[src/verilog/ucds_consts.vh]
// Constants for the charger detection sequencer: register map, PHY register
// addresses and values, field positions. Included by the sequencer top.
//
// Operation
// - Resistance check: wait ID grounded, ID pull-up on, start conversion, wait done, read code.
// - In synchronous mode session valid is taken from the received RXCMD byte.
// - In low power mode the interrupt on ULPI data line 3 is watched.
// - On that interrupt, wake the PHY, then read its registers for the cause.
// - Short test preparation writes 49h to function control at address 04h.
// - DP charger pull-up is connected by setting bit 4 at address 3Ah.
// - DM charger pull-up is connected by writing 20h at address 3Ah.
// - In synchronous mode line state comes from RXCMD or the debug register.
// - In low power mode line state is sampled from data lines 0 and 1.
// - Order: session valid, non-driving FS, DP pull-up, DM pull-up, evaluate.
// - Line state SE1 reports a charger.
// - Line state SE0 reports a host.
`ifndef UCDS_CONSTS_VH
`define UCDS_CONSTS_VH

// ----------------------------------------------------------------
// Wishbone register map (byte addresses)
// ----------------------------------------------------------------
`define UCDS_A_CTRL 8'h00
`define UCDS_A_STATUS 8'h04
`define UCDS_A_IRQ_STAT 8'h08
`define UCDS_A_IRQ_CLR 8'h0c
`define UCDS_A_IRQ_EN 8'h10

// Control bits
`define UCDS_CTRL_START 0
`define UCDS_CTRL_RID_EN 1
`define UCDS_CTRL_LOWPWR 2

// Result codes
`define UCDS_RES_NONE 2'h0
`define UCDS_RES_CHARGER 2'h1
`define UCDS_RES_HOST 2'h2
`define UCDS_RES_UNDET 2'h3

// Interrupt bits
`define UCDS_IRQ_DONE 0
`define UCDS_IRQ_CHARGER 1
`define UCDS_IRQ_HOST 2
`define UCDS_IRQ_UNDET 3

// ----------------------------------------------------------------
// PHY registers and values
// ----------------------------------------------------------------
`define UCDS_TX_WR 2'h2
`define UCDS_TX_RD 2'h3
`define UCDS_PHY_FUNC 6'h04
`define UCDS_FUNC_FS_NODRV 8'h49
`define UCDS_PHY_OTG_SET 6'h0b
`define UCDS_OTG_IDPU 8'h01
`define UCDS_PHY_IRQ_STAT 6'h13
`define UCDS_BIT_SESS 2
`define UCDS_BIT_ID_GROUNDED_FLAG 4
`define UCDS_PHY_DEBUG 6'h15
`define UCDS_PHY_RID 6'h36
`define UCDS_PHY_RID_SET 6'h37
`define UCDS_RID_START 8'h10
`define UCDS_BIT_RID_DONE 3
`define UCDS_PHY_PWR_SET 6'h3a
`define UCDS_PHY_PWR_CLR 6'h3b
`define UCDS_PWR_DP 8'h10
`define UCDS_PWR_DM 8'h20
`define UCDS_RXCMD_SESS 3
`define UCDS_LS_SE0 2'h0
`define UCDS_LS_SE1 2'h3

`endif

[src/verilog/ucds_sync.v]
// Two-stage synchroniser for a group of pins.
// Assumes each bit is a level; bits of one group may skew by one clock.
`timescale 1ns/100ps
`default_nettype none

module ucds_sync #(
	parameter W = 1
) (
	// Clock and reset
	input wire clk_sys,
	input wire arst_n,
	// Pins in, synchronised levels out
	input wire [W-1:0] d_in,
	output wire [W-1:0] d_out
);

	reg [W-1:0] meta_q;
	reg [W-1:0] sync_q;

	// ----------------------------------------------------------------
	// Double register; only the second stage is read outside
	// ----------------------------------------------------------------
	always @(posedge clk_sys or negedge arst_n) begin
		if (!arst_n) begin
			meta_q <= {W{1'b0}};
			sync_q <= {W{1'b0}};
		end else begin
			meta_q <= d_in;
			sync_q <= meta_q;
		end
	end

	assign d_out = sync_q;

endmodule
`default_nettype wire

[src/verilog/ucds_top.v]
// Charger detection sequencer: a ULPI link that drives the PHY register
// interface to tell a charger from a host. Software controls it over
// classic Wishbone. Assumes the ULPI clock is slow enough (8 system
// clocks or more) to be sampled and edge-detected on clk_sys.
//
// Register access over Wishbone is this design's own decision.
`timescale 1ns/100ps
`default_nettype none
`include "ucds_consts.vh"

module ucds_top (
	// Clock and reset
	input wire clk_sys,
	input wire arst_n,
	// Wishbone slave
	input wire [7:0] wb_adr_i,
	input wire [31:0] wb_dat_i,
	input wire [3:0] wb_sel_i,
	input wire wb_we_i,
	input wire wb_cyc_i,
	input wire wb_stb_i,
	output reg [31:0] wb_dat_o,
	output reg wb_ack_o,
	// Interrupt
	output reg irq,
	// ULPI link
	input wire ulpi_clk,
	input wire ulpi_dir,
	input wire ulpi_nxt,
	input wire [7:0] ulpi_data_i,
	output reg [7:0] ulpi_data_o,
	output reg ulpi_data_oe,
	output reg ulpi_stp
);

	// ----------------------------------------------------------------
	// Sequencer and transfer engine states
	// ----------------------------------------------------------------
	localparam [3:0] S_IDLE = 4'h0, S_RID_POLL = 4'h1, S_RID_PU = 4'h2, S_RID_GO = 4'h3;
	localparam [3:0] S_RID_WAIT = 4'h4, S_SV_WAIT = 4'h5, S_WAKE = 4'h6, S_SV_READ = 4'h7;
	localparam [3:0] S_SAVE = 4'h8, S_FS = 4'h9, S_PU_DP = 4'ha, S_PU_DM = 4'hb;
	localparam [3:0] S_LINE = 4'hc, S_CLR_PU = 4'hd, S_RESTORE = 4'he, S_DONE = 4'hf;
	localparam [2:0] E_IDLE = 3'h0, E_WCMD = 3'h1, E_WDAT = 3'h2, E_WSTP = 3'h3;
	localparam [2:0] E_RCMD = 3'h4, E_RTA = 3'h5, E_RDAT = 3'h6, E_REND = 3'h7;

	wire [10:0] pin_s;
	wire uclk_s;
	wire dir_s;
	wire nxt_s;
	wire [7:0] dat_s;
	wire ue;
	reg uclk_d_q;
	reg [3:0] st_q;
	reg [2:0] es_q;
	reg x_done_q;
	reg [7:0] rd_q;
	reg [7:0] rx_q;
	reg dir_e_q;
	reg nsync_q;
	reg busy_q;
	reg [1:0] res_q;
	reg [2:0] rcode_q;
	reg rid_ok_q;
	reg [1:0] line_q;
	reg [1:0] live_ls_q;
	reg [7:0] saved_q;
	reg [3:0] ev_q;
	reg [2:0] ctrl_q;
	reg [3:0] irq_stat_q;
	reg [3:0] irq_en_q;
	reg start_q;
	reg t_go;
	reg t_rd;
	reg [5:0] t_addr;
	reg [7:0] t_wdat;
	wire wb_req;
	wire wb_wr;

	// ----------------------------------------------------------------
	// Pin synchronisation and ULPI clock edge
	// ----------------------------------------------------------------
	ucds_sync #(
		.W(11)
	) u_sync (
		.clk_sys(clk_sys),
		.arst_n(arst_n),
		.d_in({ulpi_clk, ulpi_dir, ulpi_nxt, ulpi_data_i}),
		.d_out(pin_s)
	);

	assign uclk_s = pin_s[10];
	assign dir_s = pin_s[9];
	assign nxt_s = pin_s[8];
	assign dat_s = pin_s[7:0];
	assign ue = uclk_s & ~uclk_d_q;

	// ----------------------------------------------------------------
	// Register transfer selected by the sequencer state
	// ----------------------------------------------------------------
	always @* begin
		t_go = 1'b1;
		t_rd = 1'b0;
		t_addr = 6'h00;
		t_wdat = 8'h00;
		case (st_q)
			S_RID_POLL: begin
				t_rd = 1'b1;
				t_addr = `UCDS_PHY_IRQ_STAT;
			end
			S_RID_PU: begin
				t_addr = `UCDS_PHY_OTG_SET;
				t_wdat = `UCDS_OTG_IDPU;
			end
			S_RID_GO: begin
				t_addr = `UCDS_PHY_RID_SET;
				t_wdat = `UCDS_RID_START;
			end
			S_RID_WAIT: begin
				t_rd = 1'b1;
				t_addr = `UCDS_PHY_RID;
			end
			S_SV_READ: begin
				t_rd = 1'b1;
				t_addr = `UCDS_PHY_IRQ_STAT;
			end
			S_SAVE: begin
				t_rd = 1'b1;
				t_addr = `UCDS_PHY_FUNC;
			end
			S_FS: begin
				t_addr = `UCDS_PHY_FUNC;
				t_wdat = `UCDS_FUNC_FS_NODRV;
			end
			S_PU_DP: begin
				t_addr = `UCDS_PHY_PWR_SET;
				t_wdat = `UCDS_PWR_DP;
			end
			S_PU_DM: begin
				t_addr = `UCDS_PHY_PWR_SET;
				t_wdat = `UCDS_PWR_DM;
			end
			S_LINE: begin
				t_rd = 1'b1;
				t_addr = `UCDS_PHY_DEBUG;
			end
			S_CLR_PU: begin
				t_addr = `UCDS_PHY_PWR_CLR;
				t_wdat = `UCDS_PWR_DP | `UCDS_PWR_DM;
			end
			S_RESTORE: begin
				t_addr = `UCDS_PHY_FUNC;
				t_wdat = saved_q;
			end
			default: t_go = 1'b0;
		endcase
	end

	// ----------------------------------------------------------------
	// ULPI transfer engine; drives data and stp only on sampled ULPI clock edges
	// ----------------------------------------------------------------
	// A transfer cut short by dir rising is dropped and retried from idle,
	// since the PHY owns the bus first.
	always @(posedge clk_sys or negedge arst_n) begin
		if (!arst_n) begin
			uclk_d_q <= 1'b0;
			es_q <= E_IDLE;
			x_done_q <= 1'b0;
			rd_q <= 8'h00;
			rx_q <= 8'h00;
			dir_e_q <= 1'b0;
			live_ls_q <= 2'h0;
			ulpi_data_o <= 8'h00;
			ulpi_data_oe <= 1'b0;
			ulpi_stp <= 1'b0;
		end else begin
			uclk_d_q <= uclk_s;
			x_done_q <= 1'b0;
			ulpi_data_oe <= ~dir_s; // Release the bus as soon as the PHY turns it
			if (ue) begin
				dir_e_q <= dir_s;
				if (nsync_q && dir_s) begin
					live_ls_q <= dat_s[1:0];
				end else if (dir_s && dir_e_q && !nxt_s && es_q != E_RDAT) begin
					rx_q <= dat_s;
					live_ls_q <= dat_s[1:0];
				end
				if (st_q == S_WAKE) begin
					ulpi_stp <= dir_s;
				end
				case (es_q)
					E_IDLE: begin
						if (t_go && !x_done_q && !dir_s) begin
							ulpi_data_o <= {(t_rd ? `UCDS_TX_RD : `UCDS_TX_WR), t_addr};
							es_q <= t_rd ? E_RCMD : E_WCMD;
						end
					end
					E_WCMD, E_WDAT: begin
						if (dir_s) begin
							ulpi_data_o <= 8'h00;
							es_q <= E_IDLE;
						end else if (nxt_s && es_q == E_WCMD) begin
							ulpi_data_o <= t_wdat;
							es_q <= E_WDAT;
						end else if (nxt_s) begin
							ulpi_data_o <= 8'h00;
							ulpi_stp <= 1'b1;
							es_q <= E_WSTP;
						end
					end
					E_WSTP: begin
						ulpi_stp <= 1'b0;
						x_done_q <= 1'b1;
						es_q <= E_IDLE;
					end
					E_RCMD: begin
						if (dir_s) begin
							ulpi_data_o <= 8'h00;
							es_q <= E_IDLE;
						end else if (nxt_s) begin
							ulpi_data_o <= 8'h00;
							es_q <= E_RTA;
						end
					end
					E_RTA: begin
						if (dir_s) begin
							es_q <= E_RDAT;
						end
					end
					E_RDAT: begin
						rd_q <= dat_s;
						es_q <= E_REND;
					end
					E_REND: begin
						if (!dir_s) begin
							x_done_q <= 1'b1;
							es_q <= E_IDLE;
						end
					end
					default: es_q <= E_IDLE;
				endcase
			end
		end
	end

	// ----------------------------------------------------------------
	// Detection sequencer
	// ----------------------------------------------------------------
	always @(posedge clk_sys or negedge arst_n) begin
		if (!arst_n) begin
			st_q <= S_IDLE;
			nsync_q <= 1'b0;
			busy_q <= 1'b0;
			res_q <= `UCDS_RES_NONE;
			rcode_q <= 3'h0;
			rid_ok_q <= 1'b0;
			line_q <= 2'h0;
			saved_q <= 8'h00;
			ev_q <= 4'h0;
		end else begin
			ev_q <= 4'h0;
			case (st_q)
				S_IDLE: begin
					if (start_q) begin
						busy_q <= 1'b1;
						nsync_q <= ctrl_q[`UCDS_CTRL_LOWPWR];
						res_q <= `UCDS_RES_NONE;
						rid_ok_q <= 1'b0;
						st_q <= ctrl_q[`UCDS_CTRL_RID_EN] ? S_RID_POLL : S_SV_WAIT;
					end
				end
				S_RID_POLL: begin
					if (x_done_q && rd_q[`UCDS_BIT_ID_GROUNDED_FLAG]) begin
						st_q <= S_RID_PU;
					end
				end
				S_RID_PU: begin
					if (x_done_q) begin
						st_q <= S_RID_GO;
					end
				end
				S_RID_GO: begin
					if (x_done_q) begin
						st_q <= S_RID_WAIT;
					end
				end
				S_RID_WAIT: begin
					if (x_done_q && rd_q[`UCDS_BIT_RID_DONE]) begin
						rcode_q <= rd_q[2:0];
						rid_ok_q <= 1'b1;
						st_q <= S_SV_WAIT;
					end
				end
				S_SV_WAIT: begin
					if (nsync_q) begin
						if (ue && dir_s && dat_s[3]) begin
							st_q <= S_WAKE;
						end
					end else if (rx_q[`UCDS_RXCMD_SESS]) begin
						st_q <= S_SAVE;
					end
				end
				S_WAKE: begin
					if (ue && !dir_s) begin
						nsync_q <= 1'b0;
						st_q <= S_SV_READ;
					end
				end
				S_SV_READ: begin
					if (x_done_q) begin
						st_q <= rd_q[`UCDS_BIT_SESS] ? S_SAVE : S_SV_WAIT;
					end
				end
				S_SAVE: begin
					if (x_done_q) begin
						saved_q <= rd_q;
						st_q <= S_FS;
					end
				end
				S_FS: begin
					if (x_done_q) begin
						st_q <= S_PU_DP;
					end
				end
				S_PU_DP: begin
					if (x_done_q) begin
						st_q <= S_PU_DM;
					end
				end
				S_PU_DM: begin
					if (x_done_q) begin
						st_q <= S_LINE;
					end
				end
				S_LINE: begin
					if (x_done_q) begin
						line_q <= rd_q[1:0];
						if (rd_q[1:0] == `UCDS_LS_SE1) begin
							res_q <= `UCDS_RES_CHARGER;
						end else if (rd_q[1:0] == `UCDS_LS_SE0) begin
							res_q <= `UCDS_RES_HOST;
						end else begin
							res_q <= `UCDS_RES_UNDET;
						end
						st_q <= S_CLR_PU;
					end
				end
				S_CLR_PU: begin
					if (x_done_q) begin
						st_q <= S_RESTORE;
					end
				end
				S_RESTORE: begin
					if (x_done_q) begin
						st_q <= S_DONE;
					end
				end
				S_DONE: begin
					busy_q <= 1'b0;
					ev_q[`UCDS_IRQ_DONE] <= 1'b1;
					ev_q[`UCDS_IRQ_CHARGER] <= (res_q == `UCDS_RES_CHARGER);
					ev_q[`UCDS_IRQ_HOST] <= (res_q == `UCDS_RES_HOST);
					ev_q[`UCDS_IRQ_UNDET] <= (res_q == `UCDS_RES_UNDET);
					st_q <= S_IDLE;
				end
				default: st_q <= S_IDLE;
			endcase
		end
	end

	// ----------------------------------------------------------------
	// Wishbone slave, control and interrupt registers
	// ----------------------------------------------------------------
	// Ack one cycle after the strobe and drop it the next, so every
	// access takes exactly one wait state; unmapped reads return zero.
	assign wb_req = wb_cyc_i & wb_stb_i & ~wb_ack_o;
	assign wb_wr = wb_req & wb_we_i & wb_sel_i[0];

	always @(posedge clk_sys or negedge arst_n) begin
		if (!arst_n) begin
			wb_ack_o <= 1'b0;
			wb_dat_o <= 32'h00000000;
			ctrl_q <= 3'h0;
			start_q <= 1'b0;
			irq_stat_q <= 4'h0;
			irq_en_q <= 4'h0;
			irq <= 1'b0;
		end else begin
			wb_ack_o <= wb_req;
			start_q <= wb_wr && wb_adr_i == `UCDS_A_CTRL && wb_dat_i[`UCDS_CTRL_START] && !busy_q;
			if (wb_wr && wb_adr_i == `UCDS_A_CTRL) begin
				ctrl_q <= wb_dat_i[2:0];
			end
			if (wb_wr && wb_adr_i == `UCDS_A_IRQ_EN) begin
				irq_en_q <= wb_dat_i[3:0];
			end
			// New events win over a clear in the same cycle
			if (wb_wr && wb_adr_i == `UCDS_A_IRQ_CLR) begin
				irq_stat_q <= (irq_stat_q & ~wb_dat_i[3:0]) | ev_q;
			end else begin
				irq_stat_q <= irq_stat_q | ev_q;
			end
			irq <= |(irq_stat_q & irq_en_q);
			if (wb_req && !wb_we_i) begin
				case (wb_adr_i)
					`UCDS_A_CTRL: wb_dat_o <= {29'h0, ctrl_q[2:1], 1'b0}; // Start reads 0
					`UCDS_A_STATUS: wb_dat_o <= {19'h0, live_ls_q, nsync_q, 1'b0, line_q,
						rid_ok_q, rcode_q, res_q, busy_q};
					`UCDS_A_IRQ_STAT: wb_dat_o <= {28'h0, irq_stat_q};
					`UCDS_A_IRQ_EN: wb_dat_o <= {28'h0, irq_en_q};
					default: wb_dat_o <= 32'h00000000;
				endcase
			end else begin
				wb_dat_o <= 32'h00000000;
			end
		end
	end

endmodule
`default_nettype wire

[config.mk]
export PLATFORM = sky130hd
export DESIGN_NAME = ucds_top
export DESIGN_NICKNAME = d
export VERILOG_FILES = /design/src/verilog/ucds_sync.v /design/src/verilog/ucds_top.v
export VERILOG_INCLUDE_DIRS = /design/src /design/src/verilog
export SDC_FILE = /design/constraint.sdc
export NUM_CORES = 1
export LEC_CHECK = 0
export ABC_CLOCK_PERIOD_IN_PS = 4700
export BUFFER_PORTS_ARGS = -buffer_cell sky130_fd_sc_hd__buf_2
export CORE_MARGIN = 3
export CORE_UTILIZATION = 44
export CTS_CLUSTER_SIZE = 28
export DETAILED_ROUTE_END_ITERATION = 16
export PLACE_DENSITY_LB_ADDON = 0.12
export SLEW_MARGIN = 5
export SYNTH_ARGS = -nofsm -noshare
export SYNTH_HDL_FRONTEND = slang
export SYNTH_SLANG_ARGS = --single-unit
[constraint.sdc]
create_clock -name clk_sys -period 4.7 [get_ports clk_sys]
set_clock_uncertainty 0.05 [all_clocks]
set_input_delay 0.235 -clock clk_sys [delete_from_list [all_inputs] [get_ports clk_sys]]
set_output_delay 0.235 -clock clk_sys [all_outputs]
set_load 0.02 [all_outputs]
==> run_results.csv <==
group,metric,value,unit
worst_setup_path,cp-endpoint,"st_q[0]",
cells_and_area,final_cell_mix,"100 x dfrtp_1, 51 x buf_2, 30 x mux2_2",
power,p_leak,2.48,nW
logic_synthesis,synth_area,4650,um^2
placed_design,dp_hpwl,6580,um
routing,drc,0,
logic_synthesis,seq_area_frac_synth,53.8,%
logic_synthesis,ys_top_cells_by_area,"dfrtp_1 54%, mux2_2 7.3%, buf_4 3.7%",
power,power_density,492,nW/um^2
worst_setup_path,crit_cells,5,
global_routing,gr-total-overflow,0,
global_routing,antenna_found_initial,0,
logic_synthesis,synth_edf_count,0,
timing,final_max_slew_viol_count,0,
worst_setup_path,r2r_cells,5,
routing,drt_first_iter_violations,223,
worst_setup_path,path_class,"reg2reg",
global_routing,grt_usage,16.8,%
status,status,"complete, no violations",
worst_setup_path,worst_setup_path_end_kind,"flip-flop",
power,vdd_drop_max,0.000224,V
logic_synthesis,post-synth-top-area-fraction,53.8,%
routing,dr.pass1.iters,5,
timing,period_share,52.6,%
clocking,clock-root-buffer,"clkbuf_8",
run,cap_viol_max_count,0,
routing,vias,3187,
logic_synthesis,postSynthCellCount,409,
worst_setup_path,worst-path-max-fanout,28,
routing,drt-total-wl,9270,um
floorplanning,io_pins,104,
cells_and_area,ff_latch_area,2500,um^2
cells_and_area,fill_cells,936,
logic_synthesis,ys_warn_count,0,
worst_setup_path,cp_slowest_cell,"dfrtp_1",
worst_setup_path,regToRegEndpoint,"st_q[0]",
worst_setup_path,crit_arrival,2.67,ns
routing,vias_per_cell,5.29,
clocking,cts_tree,"yes",
min_path,hp-class,"in2reg",
placed_design,routabilityCongestion,0.829,
routing,drt-wirelength-per-cell,15.4,um
cells_and_area,nets,525,
cells_and_area,drive_gt1_share,24.5,%
floorplanning,fp.dieArea,11800,um^2
worst_setup_path,timing.rr.start,"st_q[2]",
logic_synthesis,synth-main-ff-cell,"dfrtp_1",
timing,tns,0,ns
global_routing,grt_pass1_vias,3080,
cells_and_area,multi_input_area,1930,um^2
logic_synthesis,synth.distinct_cells,70,
clocking,cts_buffers,9,
logic_synthesis,ys_async_sr_fraction,100,%
routing,ant_nets,0,
timing,worst_hold_slack,0.0605,ns
worst_setup_path,max_stage_delay,0.95,ns
logic_synthesis,yosys.area.top_type,"dfrtp_1",
logic_synthesis,avgSynthCellArea,11.4,um^2
clocking,htree_levels,3,
timing,rsz0062_at_grt,"false",
floorplanning,die_w,109,um
timing,max_freq,404,MHz
clocking,clockBufferDepth,2,
clocking,clk_latency,0.36,ns
worst_setup_path,crit_start,"st_q[2]",
global_routing,grt_max_degree,55,
timing,setup_violations,0,
floorplanning,num_rows,36,
worst_setup_path,rrSetupSlack,2.23,ns
clocking,cts_sinks,100,
global_routing,grt_first_pass_wirelength,15400,um
floorplanning,coreArea,10000,um^2
timing,worst_slew_pin_slew,0.905,ns
worst_setup_path,critPathLaunchType,"flip-flop",
worst_setup_path,path_cells,"or4b_1 -> a21oi_2 -> a2111oi_4 -> nand2_2 -> mux2_1",
timing,relSlewSlack,39.7,%
cells_and_area,final_common_cell,"dfrtp_1",
clocking,postCtsSetupBuffers,0,
worst_setup_path,crit_buf_inv,0,
placed_design,port_buffers,52,
timing,hold_viol_final,0,
cells_and_area,num_antenna_cells,0,
floorplanning,die_h,109,um
floorplanning,start_util,46.3,%
cells_and_area,synthToLayoutAreaGrowth,12.3,%
logic_synthesis,ys_seq_elements,100,
timing,layout_min_cycle_time,2.47,ns
worst_setup_path,required,4.90,ns
min_path,min_path_cells,2,
worst_setup_path,crit_family,"flip-flops",
clocking,clk_pin_slew,0.10,ns
## routing by layer
metal  vias to the layer above  wire [um]  share of wire [%]  global-route usage (%)
li1                       1546          -                  -                       -
met1                      1546       4380                 47                    23.4
met2                        86       4410                 48                    26.6
met3                         9        396                4.3                    3.91
met4                         0         80               0.86                    4.06
met5                         -          0                  0                       0
## power by group
part | internal, mW | switching (mW) | leakage (nW)
Clock | 0.207 | 0.318 | 0.100
Sequential | 0.975 | 0.235 | 1.30
Combinational | 0.381 | 0.453 | 1.07
Total | 1.56 | 1.01 | 2.48
## area by class of cell
class	instances	area share, %
multi-input combinational	280	37.0
tap	133	3.18
inverter	8	0.575
clock buffer	9	2.37
timing repair buffer	66	7.61
sequential	100	47.9
clock inverter	7	1.34
## synth_stat cells (2+ instances only)
master,n
nor2b_1,12
a21o_1,4
a21oi_1,23
mux2_2,30
and3_1,8
clkbuf_1,10
inv_1,8
nand3b_1,2
buf_2,4
a31oi_1,6
and3b_1,3
nor4_1,2
o31ai_1,2
o2111ai_1,2
nand2b_1,7
dfrtp_1,100
o22ai_1,6
nand2_1,27
and2_1,9
xor2_1,2
nor4b_1,2
buf_6,2
buf_4,23
nor2_1,22
a22o_1,7
maj3_1,2
nor3_1,4
a22oi_1,8
nand3_1,3
nor4_2,2
nor3b_1,3
o21ai_0,18
and4_1,2
o32a_1,2
mux2_1,2
o2bb2ai_1,6
## per-stage QoR
stage               instance area, um^2  std cells  power, mW  setup slack (ns)  util (%)
finish                             5230        603       2.57              2.23      52.0
global route                       5230        603       2.75              2.14      52.0
CTS                                5230        603       2.60              2.25      52.0
detailed placement                 4910        575       2.06              2.28      48.9
global placement                   4910        575       2.04              2.30      48.9
floorplan                          4720        428       1.88              2.86         -
## what timing repair did
action / 4_1_cts / 5_1_grt
hold buffers: 12 / 0
hold endpoints to repair: 64 / 0
gates resized for setup: 0 / 0
endpoints found under the setup margin: 0 / 0
## cells by family after synthesis
logic type | synth area share [%]
mux | 7.96
buf+inv | 6.16
simple gates | 14.5
xor+xnor | 0.565
flops | 53.8
compound gates | 16.5
fa+ha+maj | 0.430
other cells | 0.0806
## sequential cells by signal (all words and copies together) (netlist names), 4 cells and up
register / flops
wb_dat_o: 12
u_sync.d_out: 11
rd_q: 8
irq_stat_q: 4
u_sync.meta_q: 11
saved_q: 8
irq_en_q: 4
ev_q: 4
st_q: 4
ulpi_data_o: 8
## worst min path at each step
| stage | from | endpoint | slack, ns |
|---|---|---|---|
| finish | wb_dat_i[3] | irq_en_q[3] | 0.06 |
| global route | wb_dat_i[3] | irq_en_q[3] | 0.05 |
| CTS | wb_dat_i[3] | irq_en_q[3] | 0.05 |
| detailed placement | arst_n | ulpi_data_oe | 0.27 |
| global placement | arst_n | ulpi_data_oe | 0.27 |
| floorplan | arst_n | busy_q | -0.11 |
No activity file was read; power rests on OpenSTA's default activity.
